===== config.mk =====
export PLATFORM = sky130hd
export DESIGN_NAME = pcd_port_mux
export DESIGN_NICKNAME = d
export VERILOG_FILES = /design/src/hw/pcd_pkg.sv /design/src/hw/pcd_port_mux.sv
export SDC_FILE = /design/constraint.sdc
export NUM_CORES = 1
export LEC_CHECK = 0
export BUFFER_PORTS_ARGS = -buffer_cell sky130_fd_sc_hd__buf_2
export CORE_MARGIN = 10
export CORE_UTILIZATION = 53
export CTS_CLUSTER_DIAMETER = 40
export DETAILED_ROUTE_END_ITERATION = 8
export GPL_ROUTABILITY_DRIVEN = 0
export MAX_ROUTING_LAYER = met4
export PLACE_DENSITY = 0.84
export SLEW_MARGIN = 10
export SYNTH_ARGS = -nofsm -noshare
export SYNTH_HDL_FRONTEND = slang
export SYNTH_SLANG_ARGS = --single-unit

===== constraint.sdc =====
create_clock -name i_clk -period 3.4 [get_ports i_clk]
set_input_delay 0.51 -clock i_clk [delete_from_list [all_inputs] [get_ports i_clk]]
set_output_delay 0.51 -clock i_clk [all_outputs]
set_load 0.01 [all_outputs]

===== src/hw/pcd_pkg.sv =====
// Constants and carrier types for the port C / port D / port 8 pin function mux
package pcd_pkg;

	// =====================================================================
	// Register indices (byte address is four times the index)
	// =====================================================================
	localparam logic [7:0] PCD_IDX_P8_DATA = 8'h20;
	localparam logic [7:0] PCD_IDX_P8_FUNC_HI = 8'h21;
	localparam logic [7:0] PCD_IDX_P8_DIR = 8'h22;
	localparam logic [7:0] PCD_IDX_P8_FUNC = 8'h23;
	localparam logic [7:0] PCD_IDX_PC_DATA = 8'h30;
	localparam logic [7:0] PCD_IDX_PC_FUNC = 8'h33;
	localparam logic [7:0] PCD_IDX_PD_DATA = 8'h34;
	localparam logic [7:0] PCD_IDX_PD_FUNC_HI = 8'h35;
	localparam logic [7:0] PCD_IDX_PD_DIR = 8'h36;
	localparam logic [7:0] PCD_IDX_PD_FUNC = 8'h37;

	// =====================================================================
	// Field positions and reset values
	// =====================================================================
	localparam int unsigned PCD_PC_W = 4;
	localparam int unsigned PCD_PD_W = 5;
	localparam int unsigned PCD_P8_LO = 2;
	localparam int unsigned PCD_P8_HI = 3;
	localparam int unsigned PCD_SYNC_W = 11;
	localparam logic [3:0] PCD_PC_FUNC_RST = 4'h0;
	localparam logic [4:0] PCD_PD_CFG_RST = 5'h00;
	localparam logic [4:0] PCD_PD_LATCH_RST = 5'h00;
	localparam logic [1:0] PCD_P8_LATCH_RST = 2'h3;
	localparam logic [1:0] PCD_P8_CFG_RST = 2'h0;
	localparam logic [1:0] PCD_CAPTURE_OFF = 2'h0;

	// =====================================================================
	// Selection codes {func_hi, func, direction}
	// =====================================================================
	localparam logic [2:0] PCD_SEL_PORT_IN = 3'h0;
	localparam logic [2:0] PCD_SEL_PORT_OUT = 3'h1;
	localparam logic [2:0] PCD_SEL_ALT_A = 3'h2;
	localparam logic [2:0] PCD_SEL_ALT_B = 3'h3;
	localparam logic [2:0] PCD_SEL_ALT_C = 3'h4;
	localparam logic [2:0] PCD_SEL_ALT_D = 3'h5;
	localparam logic [2:0] PCD_SEL_ALT_F = 3'h7;

	// =====================================================================
	// Pin drive carriers
	// =====================================================================
	typedef struct packed {
		logic [4:0] oe;
		logic [4:0] out;
	} pcd_pd_drive_t;

	typedef struct packed {
		logic [1:0] oe;
		logic [1:0] out;
	} pcd_p8_drive_t;

endpackage : pcd_pkg


===== src/hw/pcd_port_mux.sv =====
// Pin function mux for port C, port D and port 8 bits 2..3 with an Avalon-MM register slave
// Summary of operation
// - Port 8 direction and function registers are write-only and read as zero.
// - Port 8 output latch bits here reset to one.
// - Reset clears port C function bits; all port C pins are inputs.
// - Port C function bit 0 has no effect on timer A0 input; bits 1..3 select irqs 1..3.
// - Port C pin 0 always feeds the timer A0 input.
// - Port C data reads current pin levels in bits 3..0, read-only.
// - Reset clears port D direction and both function registers.
// - Port D pin 0: input, output, irq 4, timer B0 output 0.
// - Port D pin 1 input-only: input, timer B1 input 0, irq 5, 110 reserved.
// - Pins 1/2 as timer input with capture active: irq follows capture mode.
// - Pin 2: input, output, timer input 1, transmit push-pull, irq 6, open drain.
// - Pin 3: input, output, serial receive, timer B1 output 0, irq 7.
// - Pin 4: input, output, timer B1 output 1, serial clock/CTS in, clock out.
// - Timer B1 capture inputs always fed from port D pins 1 and 2.
// - Serial 2 receive, clock and CTS inputs always fed from their pins.
// - Port D pin 1 has no latch; its data bit reads the pin level.
// - Port D output latch bits reset to zero.
// - Pin 2 open drain only from selection code; plain output is push-pull.
// - Port D direction and function registers are write-only and read as zero.
`timescale 1ns/1ps

module pcd_port_mux
	import pcd_pkg::*;
#(
	parameter int unsigned ADDR_W = 10
) (
	input wire logic i_clk,
	input wire logic i_rst_n,
	input wire logic [ADDR_W-1:0] i_avs_address,
	input wire logic i_avs_read,
	input wire logic i_avs_write,
	input wire logic [31:0] i_avs_writedata,
	input wire logic [3:0] i_avs_byteenable,
	output logic [31:0] o_avs_readdata,
	output logic o_avs_waitrequest,
	input wire logic [3:0] i_pc_pin,
	input wire logic [4:0] i_pd_pin,
	output pcd_pd_drive_t o_pd_drive,
	input wire logic [1:0] i_p8_pin,
	output pcd_p8_drive_t o_p8_drive,
	input wire logic i_chip_select_two_n,
	input wire logic i_chip_select_three_n,
	input wire logic i_timer_a5_output,
	input wire logic i_timer_b0_output0,
	input wire logic i_timer_b1_output0,
	input wire logic i_timer_b1_output1,
	input wire logic i_serial2_transmit,
	input wire logic i_serial2_clock_out,
	input wire logic [1:0] i_timer_b1_capture_mode,
	output logic o_timer_a0_input,
	output logic [7:1] o_ext_irq,
	output logic [1:0] o_irq_capture_sel,
	output logic o_timer_b1_capture_in0,
	output logic o_timer_b1_capture_in1,
	output logic o_serial2_receive,
	output logic o_serial2_clock,
	output logic o_serial2_clear_to_send,
	output logic o_ext_wait_n
);

	if (ADDR_W < 10) begin : g_addr_w_check
		$error("ADDR_W must be at least 10");
	end

	// =====================================================================
	// Helpers
	// =====================================================================
	function automatic logic [2:0] sel_code(input logic hi, input logic fn, input logic dir);
		sel_code = {hi, fn, dir};
	endfunction : sel_code

	// =====================================================================
	// Registers
	// =====================================================================
	logic [3:0] pc_func_reg;
	logic [4:0] pd_dir_reg;
	logic [4:0] pd_func_reg;
	logic [4:0] pd_func_hi_reg;
	logic [4:0] pd_latch_reg;
	logic [1:0] p8_latch_reg;
	logic [1:0] p8_dir_reg;
	logic [1:0] p8_func_reg;
	logic [1:0] p8_func_hi_reg;
	logic ack_reg;
	logic [31:0] rdata_reg;
	logic [31:0] rdata_next;
	logic [PCD_SYNC_W-1:0] sync1_reg;
	logic [PCD_SYNC_W-1:0] sync2_reg;
	logic [PCD_SYNC_W-1:0] sync3_reg;
	logic [PCD_SYNC_W-1:0] pin_reg;
	pcd_pd_drive_t pd_drive_reg;
	pcd_pd_drive_t pd_drive_next;
	pcd_p8_drive_t p8_drive_reg;
	pcd_p8_drive_t p8_drive_next;
	logic [7:1] irq_reg;
	logic [7:1] irq_next;
	logic [1:0] cap_sel_reg;
	logic [1:0] cap_sel_next;
	logic wait_n_reg;
	logic wait_n_next;
	logic [7:0] idx;
	logic req;
	logic wr_en;
	logic [3:0] pc_pins;
	logic [4:0] pd_pins;
	logic [1:0] p8_pins;
	logic [2:0] pd_sel [5];
	logic [2:0] p8_sel [2];

	assign idx = i_avs_address[9:2];
	assign req = i_avs_read | i_avs_write;
	assign wr_en = i_avs_write & ack_reg & i_avs_byteenable[0];
	assign o_avs_waitrequest = req & ~ack_reg;
	assign o_avs_readdata = rdata_reg;
	assign pc_pins = pin_reg[3:0];
	assign pd_pins = pin_reg[8:4];
	assign p8_pins = pin_reg[10:9];
	always_comb begin
		for (int i = 0; i < 5; i++) begin
			pd_sel[i] = sel_code(pd_func_hi_reg[i], pd_func_reg[i], pd_dir_reg[i]);
		end
		for (int j = 0; j < 2; j++) begin
			p8_sel[j] = sel_code(p8_func_hi_reg[j], p8_func_reg[j], p8_dir_reg[j]);
		end
	end

	// =====================================================================
	// Bus handshake: one wait state, answer on the second edge
	// =====================================================================
	always_ff @(posedge i_clk or negedge i_rst_n) begin
		if (!i_rst_n) begin
			ack_reg <= 1'b0;
		end else begin
			ack_reg <= req & ~ack_reg;
		end
	end

	always_comb begin
		rdata_next = 32'h0000_0000;
		case (idx)
			PCD_IDX_PC_DATA: rdata_next[3:0] = pc_pins;
			PCD_IDX_PD_DATA: rdata_next[4:0] = pd_pins;
			PCD_IDX_P8_DATA: rdata_next[PCD_P8_HI:PCD_P8_LO] = p8_pins;
			default: rdata_next = 32'h0000_0000; // Config reads zero
		endcase
	end

	always_ff @(posedge i_clk or negedge i_rst_n) begin
		if (!i_rst_n) begin
			rdata_reg <= 32'h0000_0000;
		end else if (i_avs_read && !ack_reg) begin
			rdata_reg <= rdata_next;
		end
	end

	// =====================================================================
	// Port C configuration
	// =====================================================================
	always_ff @(posedge i_clk or negedge i_rst_n) begin
		if (!i_rst_n) begin
			pc_func_reg <= PCD_PC_FUNC_RST;
		end else if (wr_en && idx == PCD_IDX_PC_FUNC) begin
			pc_func_reg <= i_avs_writedata[3:0];
		end
	end

	// =====================================================================
	// Port D configuration and latch
	// =====================================================================
	always_ff @(posedge i_clk or negedge i_rst_n) begin
		if (!i_rst_n) begin
			pd_dir_reg <= PCD_PD_CFG_RST;
			pd_func_reg <= PCD_PD_CFG_RST;
			pd_func_hi_reg <= PCD_PD_CFG_RST;
		end else if (wr_en) begin
			case (idx)
				PCD_IDX_PD_DIR: pd_dir_reg <= i_avs_writedata[4:0];
				PCD_IDX_PD_FUNC: pd_func_reg <= i_avs_writedata[4:0];
				PCD_IDX_PD_FUNC_HI: pd_func_hi_reg <= i_avs_writedata[4:0];
				default: pd_dir_reg <= pd_dir_reg;
			endcase
		end
	end

	always_ff @(posedge i_clk or negedge i_rst_n) begin
		if (!i_rst_n) begin
			pd_latch_reg <= PCD_PD_LATCH_RST;
		end else if (wr_en && idx == PCD_IDX_PD_DATA) begin
			pd_latch_reg <= {i_avs_writedata[4:2], 1'b0, i_avs_writedata[0]};
		end
	end

	// =====================================================================
	// Port 8 bits 2..3 configuration and latch
	// =====================================================================
	always_ff @(posedge i_clk or negedge i_rst_n) begin
		if (!i_rst_n) begin
			p8_dir_reg <= PCD_P8_CFG_RST;
			p8_func_reg <= PCD_P8_CFG_RST;
			p8_func_hi_reg <= PCD_P8_CFG_RST;
		end else if (wr_en) begin
			case (idx)
				PCD_IDX_P8_DIR: p8_dir_reg <= i_avs_writedata[PCD_P8_HI:PCD_P8_LO];
				PCD_IDX_P8_FUNC: p8_func_reg <= i_avs_writedata[PCD_P8_HI:PCD_P8_LO];
				PCD_IDX_P8_FUNC_HI: p8_func_hi_reg <= i_avs_writedata[PCD_P8_HI:PCD_P8_LO];
				default: p8_dir_reg <= p8_dir_reg;
			endcase
		end
	end

	always_ff @(posedge i_clk or negedge i_rst_n) begin
		if (!i_rst_n) begin
			p8_latch_reg <= PCD_P8_LATCH_RST;
		end else if (wr_en && idx == PCD_IDX_P8_DATA) begin
			p8_latch_reg <= i_avs_writedata[PCD_P8_HI:PCD_P8_LO];
		end
	end

	// =====================================================================
	// Pin input synchronisers: a change counts once stages two and three agree
	// =====================================================================
	always_ff @(posedge i_clk or negedge i_rst_n) begin
		if (!i_rst_n) begin
			sync1_reg <= '0;
			sync2_reg <= '0;
			sync3_reg <= '0;
		end else begin
			sync1_reg <= {i_p8_pin, i_pd_pin, i_pc_pin};
			sync2_reg <= sync1_reg;
			sync3_reg <= sync2_reg;
		end
	end

	always_ff @(posedge i_clk or negedge i_rst_n) begin
		if (!i_rst_n) begin
			pin_reg <= '0;
		end else begin
			for (int k = 0; k < PCD_SYNC_W; k++) begin
				if (sync2_reg[k] == sync3_reg[k]) begin
					pin_reg[k] <= sync3_reg[k];
				end
			end
		end
	end

	// =====================================================================
	// Port D output drive
	// =====================================================================
	always_comb begin
		pd_drive_next.oe = 5'h00;
		pd_drive_next.out = 5'h00;
		// Pin 0
		case (pd_sel[0])
			PCD_SEL_PORT_OUT: begin
				pd_drive_next.oe[0] = 1'b1;
				pd_drive_next.out[0] = pd_latch_reg[0];
			end
			PCD_SEL_ALT_B: begin
				pd_drive_next.oe[0] = 1'b1;
				pd_drive_next.out[0] = i_timer_b0_output0;
			end
			default: pd_drive_next.oe[0] = 1'b0;
		endcase
		// Pin 1 is input-only and never driven
		// Pin 2
		case (pd_sel[2])
			PCD_SEL_PORT_OUT: begin
				pd_drive_next.oe[2] = 1'b1;
				pd_drive_next.out[2] = pd_latch_reg[2];
			end
			PCD_SEL_ALT_B: begin
				pd_drive_next.oe[2] = 1'b1;
				pd_drive_next.out[2] = i_serial2_transmit;
			end
			PCD_SEL_ALT_F: begin
				pd_drive_next.oe[2] = ~i_serial2_transmit;
				pd_drive_next.out[2] = 1'b0;
			end
			default: pd_drive_next.oe[2] = 1'b0;
		endcase
		// Pin 3
		case (pd_sel[3])
			PCD_SEL_PORT_OUT: begin
				pd_drive_next.oe[3] = 1'b1;
				pd_drive_next.out[3] = pd_latch_reg[3];
			end
			PCD_SEL_ALT_B: begin
				pd_drive_next.oe[3] = 1'b1;
				pd_drive_next.out[3] = i_timer_b1_output0;
			end
			default: pd_drive_next.oe[3] = 1'b0;
		endcase
		// Pin 4
		case (pd_sel[4])
			PCD_SEL_PORT_OUT: begin
				pd_drive_next.oe[4] = 1'b1;
				pd_drive_next.out[4] = pd_latch_reg[4];
			end
			PCD_SEL_ALT_B: begin
				pd_drive_next.oe[4] = 1'b1;
				pd_drive_next.out[4] = i_timer_b1_output1;
			end
			PCD_SEL_ALT_D: begin
				pd_drive_next.oe[4] = 1'b1;
				pd_drive_next.out[4] = i_serial2_clock_out;
			end
			default: pd_drive_next.oe[4] = 1'b0;
		endcase
	end

	// =====================================================================
	// Port 8 bits 2..3 drive and wait input
	// =====================================================================
	always_comb begin
		p8_drive_next.oe = 2'h0;
		p8_drive_next.out = 2'h0;
		wait_n_next = 1'b1;
		// Bit 2: plain output or chip select two
		case (p8_sel[0])
			PCD_SEL_PORT_OUT: begin
				p8_drive_next.oe[0] = 1'b1;
				p8_drive_next.out[0] = p8_latch_reg[0];
			end
			PCD_SEL_ALT_B: begin
				p8_drive_next.oe[0] = 1'b1;
				p8_drive_next.out[0] = i_chip_select_two_n;
			end
			default: p8_drive_next.oe[0] = 1'b0;
		endcase
		// Bit 3: output, chip select three, timer A5 output or wait input
		case (p8_sel[1])
			PCD_SEL_PORT_OUT: begin
				p8_drive_next.oe[1] = 1'b1;
				p8_drive_next.out[1] = p8_latch_reg[1];
			end
			PCD_SEL_ALT_A: wait_n_next = p8_pins[1];
			PCD_SEL_ALT_B: begin
				p8_drive_next.oe[1] = 1'b1;
				p8_drive_next.out[1] = i_chip_select_three_n;
			end
			PCD_SEL_ALT_F: begin
				p8_drive_next.oe[1] = 1'b1;
				p8_drive_next.out[1] = i_timer_a5_output;
			end
			default: p8_drive_next.oe[1] = 1'b0;
		endcase
	end

	// =====================================================================
	// Interrupt and timer input routing
	// =====================================================================
	always_comb begin
		irq_next[1] = pc_func_reg[1] & pc_pins[1];
		irq_next[2] = pc_func_reg[2] & pc_pins[2];
		irq_next[3] = pc_func_reg[3] & pc_pins[3];
		irq_next[4] = (pd_sel[0] == PCD_SEL_ALT_A) & pd_pins[0];
		cap_sel_next[0] = (pd_sel[1] == PCD_SEL_ALT_A)
			& (i_timer_b1_capture_mode != PCD_CAPTURE_OFF);
		cap_sel_next[1] = (pd_sel[2] == PCD_SEL_ALT_A)
			& (i_timer_b1_capture_mode != PCD_CAPTURE_OFF);
		irq_next[5] = ((pd_sel[1] == PCD_SEL_ALT_C) | cap_sel_next[0]) & pd_pins[1];
		irq_next[6] = ((pd_sel[2] == PCD_SEL_ALT_C) | cap_sel_next[1]) & pd_pins[2];
		irq_next[7] = (pd_sel[3] == PCD_SEL_ALT_C) & pd_pins[3];
	end

	always_ff @(posedge i_clk or negedge i_rst_n) begin
		if (!i_rst_n) begin
			pd_drive_reg <= '0;
			p8_drive_reg <= '0;
			irq_reg <= '0;
			cap_sel_reg <= 2'h0;
			wait_n_reg <= 1'b1;
		end else begin
			pd_drive_reg <= pd_drive_next;
			p8_drive_reg <= p8_drive_next;
			irq_reg <= irq_next;
			cap_sel_reg <= cap_sel_next;
			wait_n_reg <= wait_n_next;
		end
	end

	assign o_pd_drive = pd_drive_reg;
	assign o_p8_drive = p8_drive_reg;
	assign o_ext_irq = irq_reg;
	assign o_irq_capture_sel = cap_sel_reg;
	assign o_ext_wait_n = wait_n_reg;
	assign o_timer_a0_input = pc_pins[0];
	assign o_timer_b1_capture_in0 = pd_pins[1];
	assign o_timer_b1_capture_in1 = pd_pins[2];
	assign o_serial2_receive = pd_pins[3];
	assign o_serial2_clock = pd_pins[4];
	assign o_serial2_clear_to_send = pd_pins[4];

endmodule : pcd_port_mux


# [Word-level counts from Yosys, hierarchy flattened]
# Cells that the tools add are included.
[classes] eq_ne=43 muxes=16 n_bitwise=17 n_reduce_logical=18
[op_table] op="$eq A8 B6 Y1 const B" count=10
[op_table] op="$eq A3 B2 Y1 const B" count=10
[op_table] op="$eq A3 B1 Y1 const B" count=6
[op_table] op="$eq A3 B3 Y1 const B" count=6
[op_table] op="$and A1 B1 Y1" count=12
[op_table] op="$reduce_and A2 Y1" count=6
[op_table] op="$eq A1 B1 Y1" count=11
[op_table] op="$pmux W1 S2" count=5
[op_table] op="$reduce_or A2 Y1" count=4
[op_table] op="$mux W1" count=7
[op_table] op="$pmux W1 S3" count=2
[op_table] op="$pmux W2 S3" count=1
[op_table] op="$reduce_or A3 Y1" count=2
[op_table] op="$logic_and A1 B1 Y1" count=4
[op_table] op="$pmux W2 S2" count=1
[op_table] op="$or A1 B1 Y1" count=3
[op_table] op="$not A1 Y1" count=2
[op_table] op="$reduce_bool A2 Y1" count=1
[op_table] op="$logic_not A1 Y1" count=1
[totals] register_bits=103 in_bits=71 output_inout_bits=63 wordCells=126

# [Logic depth before layout (Yosys ltp)]
[logic_depth] depth_word=4 ltp_mapped=4 mapped_depth_nobuf=3

# [Least setup slack after synthesis]
# No wires, ideal clock.
[synth_path] path_kind="input -> register" from="input i_avs_address[9]" to="register p8_func_reg[0]" setup_ns=0.125 arrival_time_ns=1.778 t_required_ns=3.275 slack_ns=1.497 cell_stages=3 n_path_buf=0 cell_sequence="or3b_1 or4b_4 mux2_4"
[synth_via] elab_chain_cells=2
[synth_lines] item="start: declaration" line_no="pcd_port_mux.sv:31" text="input wire logic [ADDR_W-1:0] i_avs_address,"
[synth_lines] item="$eq A8 B6 Y1" line_no="pcd_port_mux.sv:204" text="case (idx)"
[synth_lines] item="$reduce_and A2 Y1 (no source line)"
[synth_lines] item="end signal: assignment" line_no="pcd_port_mux.sv:206" text="PCD_IDX_P8_FUNC: p8_func_reg <= i_avs_writedata[PCD_P8_HI:PCD_P8_LO];"
[synth_lines] item="end: declaration" line_no="pcd_port_mux.sv:84" text="logic [1:0] p8_func_reg;"
# Every way passes these cells.
# A chain may end at the register's enable or synchronous reset.

# [Worst setup path after layout]
[layout_path] from="register ack_reg" to="register pd_func_reg[3]"
[layout_via] elab_chain_cells=3
[layout_lines] item="start: declaration" line_no="pcd_port_mux.sv:86" text="logic ack_reg;"
[layout_lines] item="start signal: assignment" line_no="pcd_port_mux.sv:136" text="ack_reg <= req & ~ack_reg;"
[layout_lines] item="$and A1 B1 Y1 (2 in a row)" line_no="pcd_port_mux.sv:114" text="assign wr_en = i_avs_write & ack_reg & i_avs_byteenable[0];"
[layout_lines] item="$reduce_and A2 Y1 (no source line)"
[layout_lines] item="end signal: assignment" line_no="pcd_port_mux.sv:180" text="PCD_IDX_PD_FUNC: pd_func_reg <= i_avs_writedata[4:0];"
[layout_lines] item="end: declaration" line_no="pcd_port_mux.sv:79" text="logic [4:0] pd_func_reg;"
# Every way passes these cells.

==> flow_metrics.py <==
metrics = {
    "outcome": {
        "outcome": "completed",
    },
    "timing": {
        "fmax_ghz": 0.553,
        "slew_headroom": 0.288,
        "setup_tns_ns": 0,
        "finalSetupViolations": 0,
        "period_needed_ns": 1.81,
        "hold_viol": 0,
        "finalCritPeriodShare": 0.532,
        "slew_viol_final": 0,
        "rsz0062_at_grt": "false",
        "clock_skew_ns": 0.0124,
        "worstMarginPinSlew_ns": 1.07,
    },
    "floorplan": {
        "std_cell_rows": 31,
        "ios": 134,
        "floorplan.initialDensity": 0.538,
        "die_h_um": 105,
        "core_area_sq_um": 7180,
        "die-area_sq_um": 11100,
        "fp.dieW_um": 105,
    },
    "cts": {
        "cts_max_path_buffers": 2,
        "cts_setup_buffers": 0,
        "path_clk_slew_ns": 0.09,
        "clock-sinks": 102,
        "cts_resized": 0,
        "hold_buffers": 0,
        "clk_latency_ns": 0.36,
        "cts-root-buf": "clkbuf_8",
        "numCtsBuffers": 9,
        "htreeDepth": 3,
        "cts_tree": "done",
    },
    "power_and_ir_drop": {
        "pwr-share-clk": 0.369,
        "vdd_drop_max_uv": 225,
        "switching_share": 0.215,
        "power.switching_uw": 483,
        "seqPwrFrac": 0.571,
        "cell_internal_pwr_uw": 1760,
        "power_density_nw_per_um2": 504,
        "p_leak_uw": 0.00220,
        "power_uw": 2240,
        "p_comb_frac": 0.060,
    },
    "global_route": {
        "grt_use_total": 0.138,
        "grt_max_degree": 91,
        "grt_pass1_vias": 2434,
        "grt_antenna_before_repair": 1,
        "grt_pass1_wl_mm": 11.7,
        "overflow": 0,
    },
    "placed_design": {
        "place_area_sq_um": 4230,
        "dp_hpwl_mm": 5.30,
        "io_buffer_count": 72,
        "dpl.cell_count": 430,
    },
    "setup_path": {
        "worstPathRequired_ns": 3.65,
        "reg2reg_depth": 3,
        "cp.arrival_ns": 2.06,
        "crit_type": "flop to flop",
        "cp-start-kind": "flop",
        "worstReg2RegEnd": "pd_func_reg[3]",
        "reg2reg_from": "ack_reg",
        "crit_path_end_kind": "flop",
        "reg2reg_slack_ns": 1.59,
        "cp_max_fo": 6,
    },
    "cells_and_area": {
        "final_area_sq_um": 4450,
        "multi_input_area_sq_um": 1170,
        "final_util": 0.621,
        "regArea_sq_um": 2560,
        "final_nets": 413,
        "drive_gt1_frac": 0.366,
        "syn2layout_area_growth_pct": 15.4,
        "finalNonFillerCells": 447,
        "final.fill_count": 566,
    },
    "detailed_routing": {
        "drt-initial-drc-count": 71,
        "viasPerCell": 4.83,
        "drt_pass1_iterations": 4,
        "drc_errors": 0,
        "wl_per_cell_um": 15.8,
        "wl_mm": 7.06,
        "num_vias": 2158,
        "final_antenna_net_count": 0,
    },
    "logic_synthesis": {
        "ys.flop_type": "dfrtp_1",
        "syn_area_per_cell_sq_um": 14.7,
        "synth_commonest_cells": "dfrtp_1 (99), buf_4 (30), mux2_2 (29), maj3_1 (11)",
        "syn_area_sq_um": 3860,
        "yosysWarningCount": 0,
        "ys_seq_area_frac": 0.662,
        "synth_cells": 262,
        "yosys-top-cells-area": "dfrtp_1 (64%), mux2_2 (8.5%), buf_4 (5.8%)",
        "synthArstFlopShare": 1.00,
        "synth.distinct_cells": 36,
        "synth_edf_count": 0,
        "synth_seq_cells": 102,
        "synth_top_area_frac": 0.642,
        "yosys.cell_count.top_type": "dfrtp_1",
        "synth_top_area_cell": "dfrtp_1",
    },
    "worst_hold_path": {
        "hp-class": "input port to flop",
        "holdPathEnd": "sync1_reg[0]",
        "worstHoldStart": "i_pc_pin[0]",
        "hold_path_depth": 1,
    },
    "job": {
        "drv_cap": 0,
    },
}
==> per-stage QoR <==
| stage | hold WS [ns] | setup WS [ns] |
|---|---|---|
| final | 0.252 | 1.59 |
| after floorplan | 0.214 | 1.50 |
| after global routing | 0.226 | 1.46 |
| after global placement | 0.331 | 1.17 |
| after detailed placement | 0.336 | 1.18 |
| after CTS | 0.232 | 1.54 |
==> cells by family after synthesis <==
logic type | share of synthesized area
compound gates | 0.0237
mux | 0.116
flops | 0.662
other cells | 0.000971
simple gates | 0.107
buf+inv | 0.0619
fa+ha+maj | 0.0285
==> power by group through the flow <==
stage	sequential, uW	clock (uW)	combinational, uW
finish	1280	829	134
global route	1290	913	154
CTS	1280	858	136
detailed placement	1310	0	136
global placement	1300	0	131
floorplan	1300	0	86.1
==> critical path, cell delays in order (launching register included) <==
cell	delay, ns
dfrtp_1	0.39
nand3_1	0.22
nor4_2	0.69
mux2_2	0.41
==> layout make-up <==
class                      count  share of cell area
sequential                   102               0.574
multi-input combinational    155               0.263
timing repair buffer          73              0.0831
clock buffer                  13              0.0357
tap                           99              0.0278
clock inverter                 3              0.0152
inverter                       1            0.000843
antenna                        1            0.000562
==> layout by cell type (no fill, tap or decap), types with 5 or more instances in the layout <==
master and count:
buf_2 71, clkbuf_8 11, conb_1 29, dfrtp_1 99, maj3_1 11, mux2_2 29, mux2i_1 9, nand2_1 7
nor2_1 5, nor2b_1 9, o21ai_0 5
==> layer usage <==
metal	GRT usage	up-vias	routed length (um)
li1	-	1025	-
met1	0.157	1047	3050
met2	0.209	72	3350
met3	0.0402	14	447
met4	0.0892	0	208
met5	-	-	0
==> worst max-delay path by stage <==
stage / from / to / slack [ns] / depth (start not counted)
6_report: ack_reg / pd_func_reg[3] / 1.59 / 3
4_1_cts: ack_reg / pd_func_reg[3] / 1.54 / 3
3_5_place_dp: i_avs_address[6] / pd_func_reg[3] / 1.18 / 4
2_1_floorplan: i_avs_address[9] / p8_func_reg[0] / 1.50 / 3
3_3_place_gp: i_avs_address[6] / pd_func_reg[0] / 1.17 / 4
5_1_grt: ack_reg / pd_dir_reg[4] / 1.46 / 3
(Power assumes the default switching activity.)
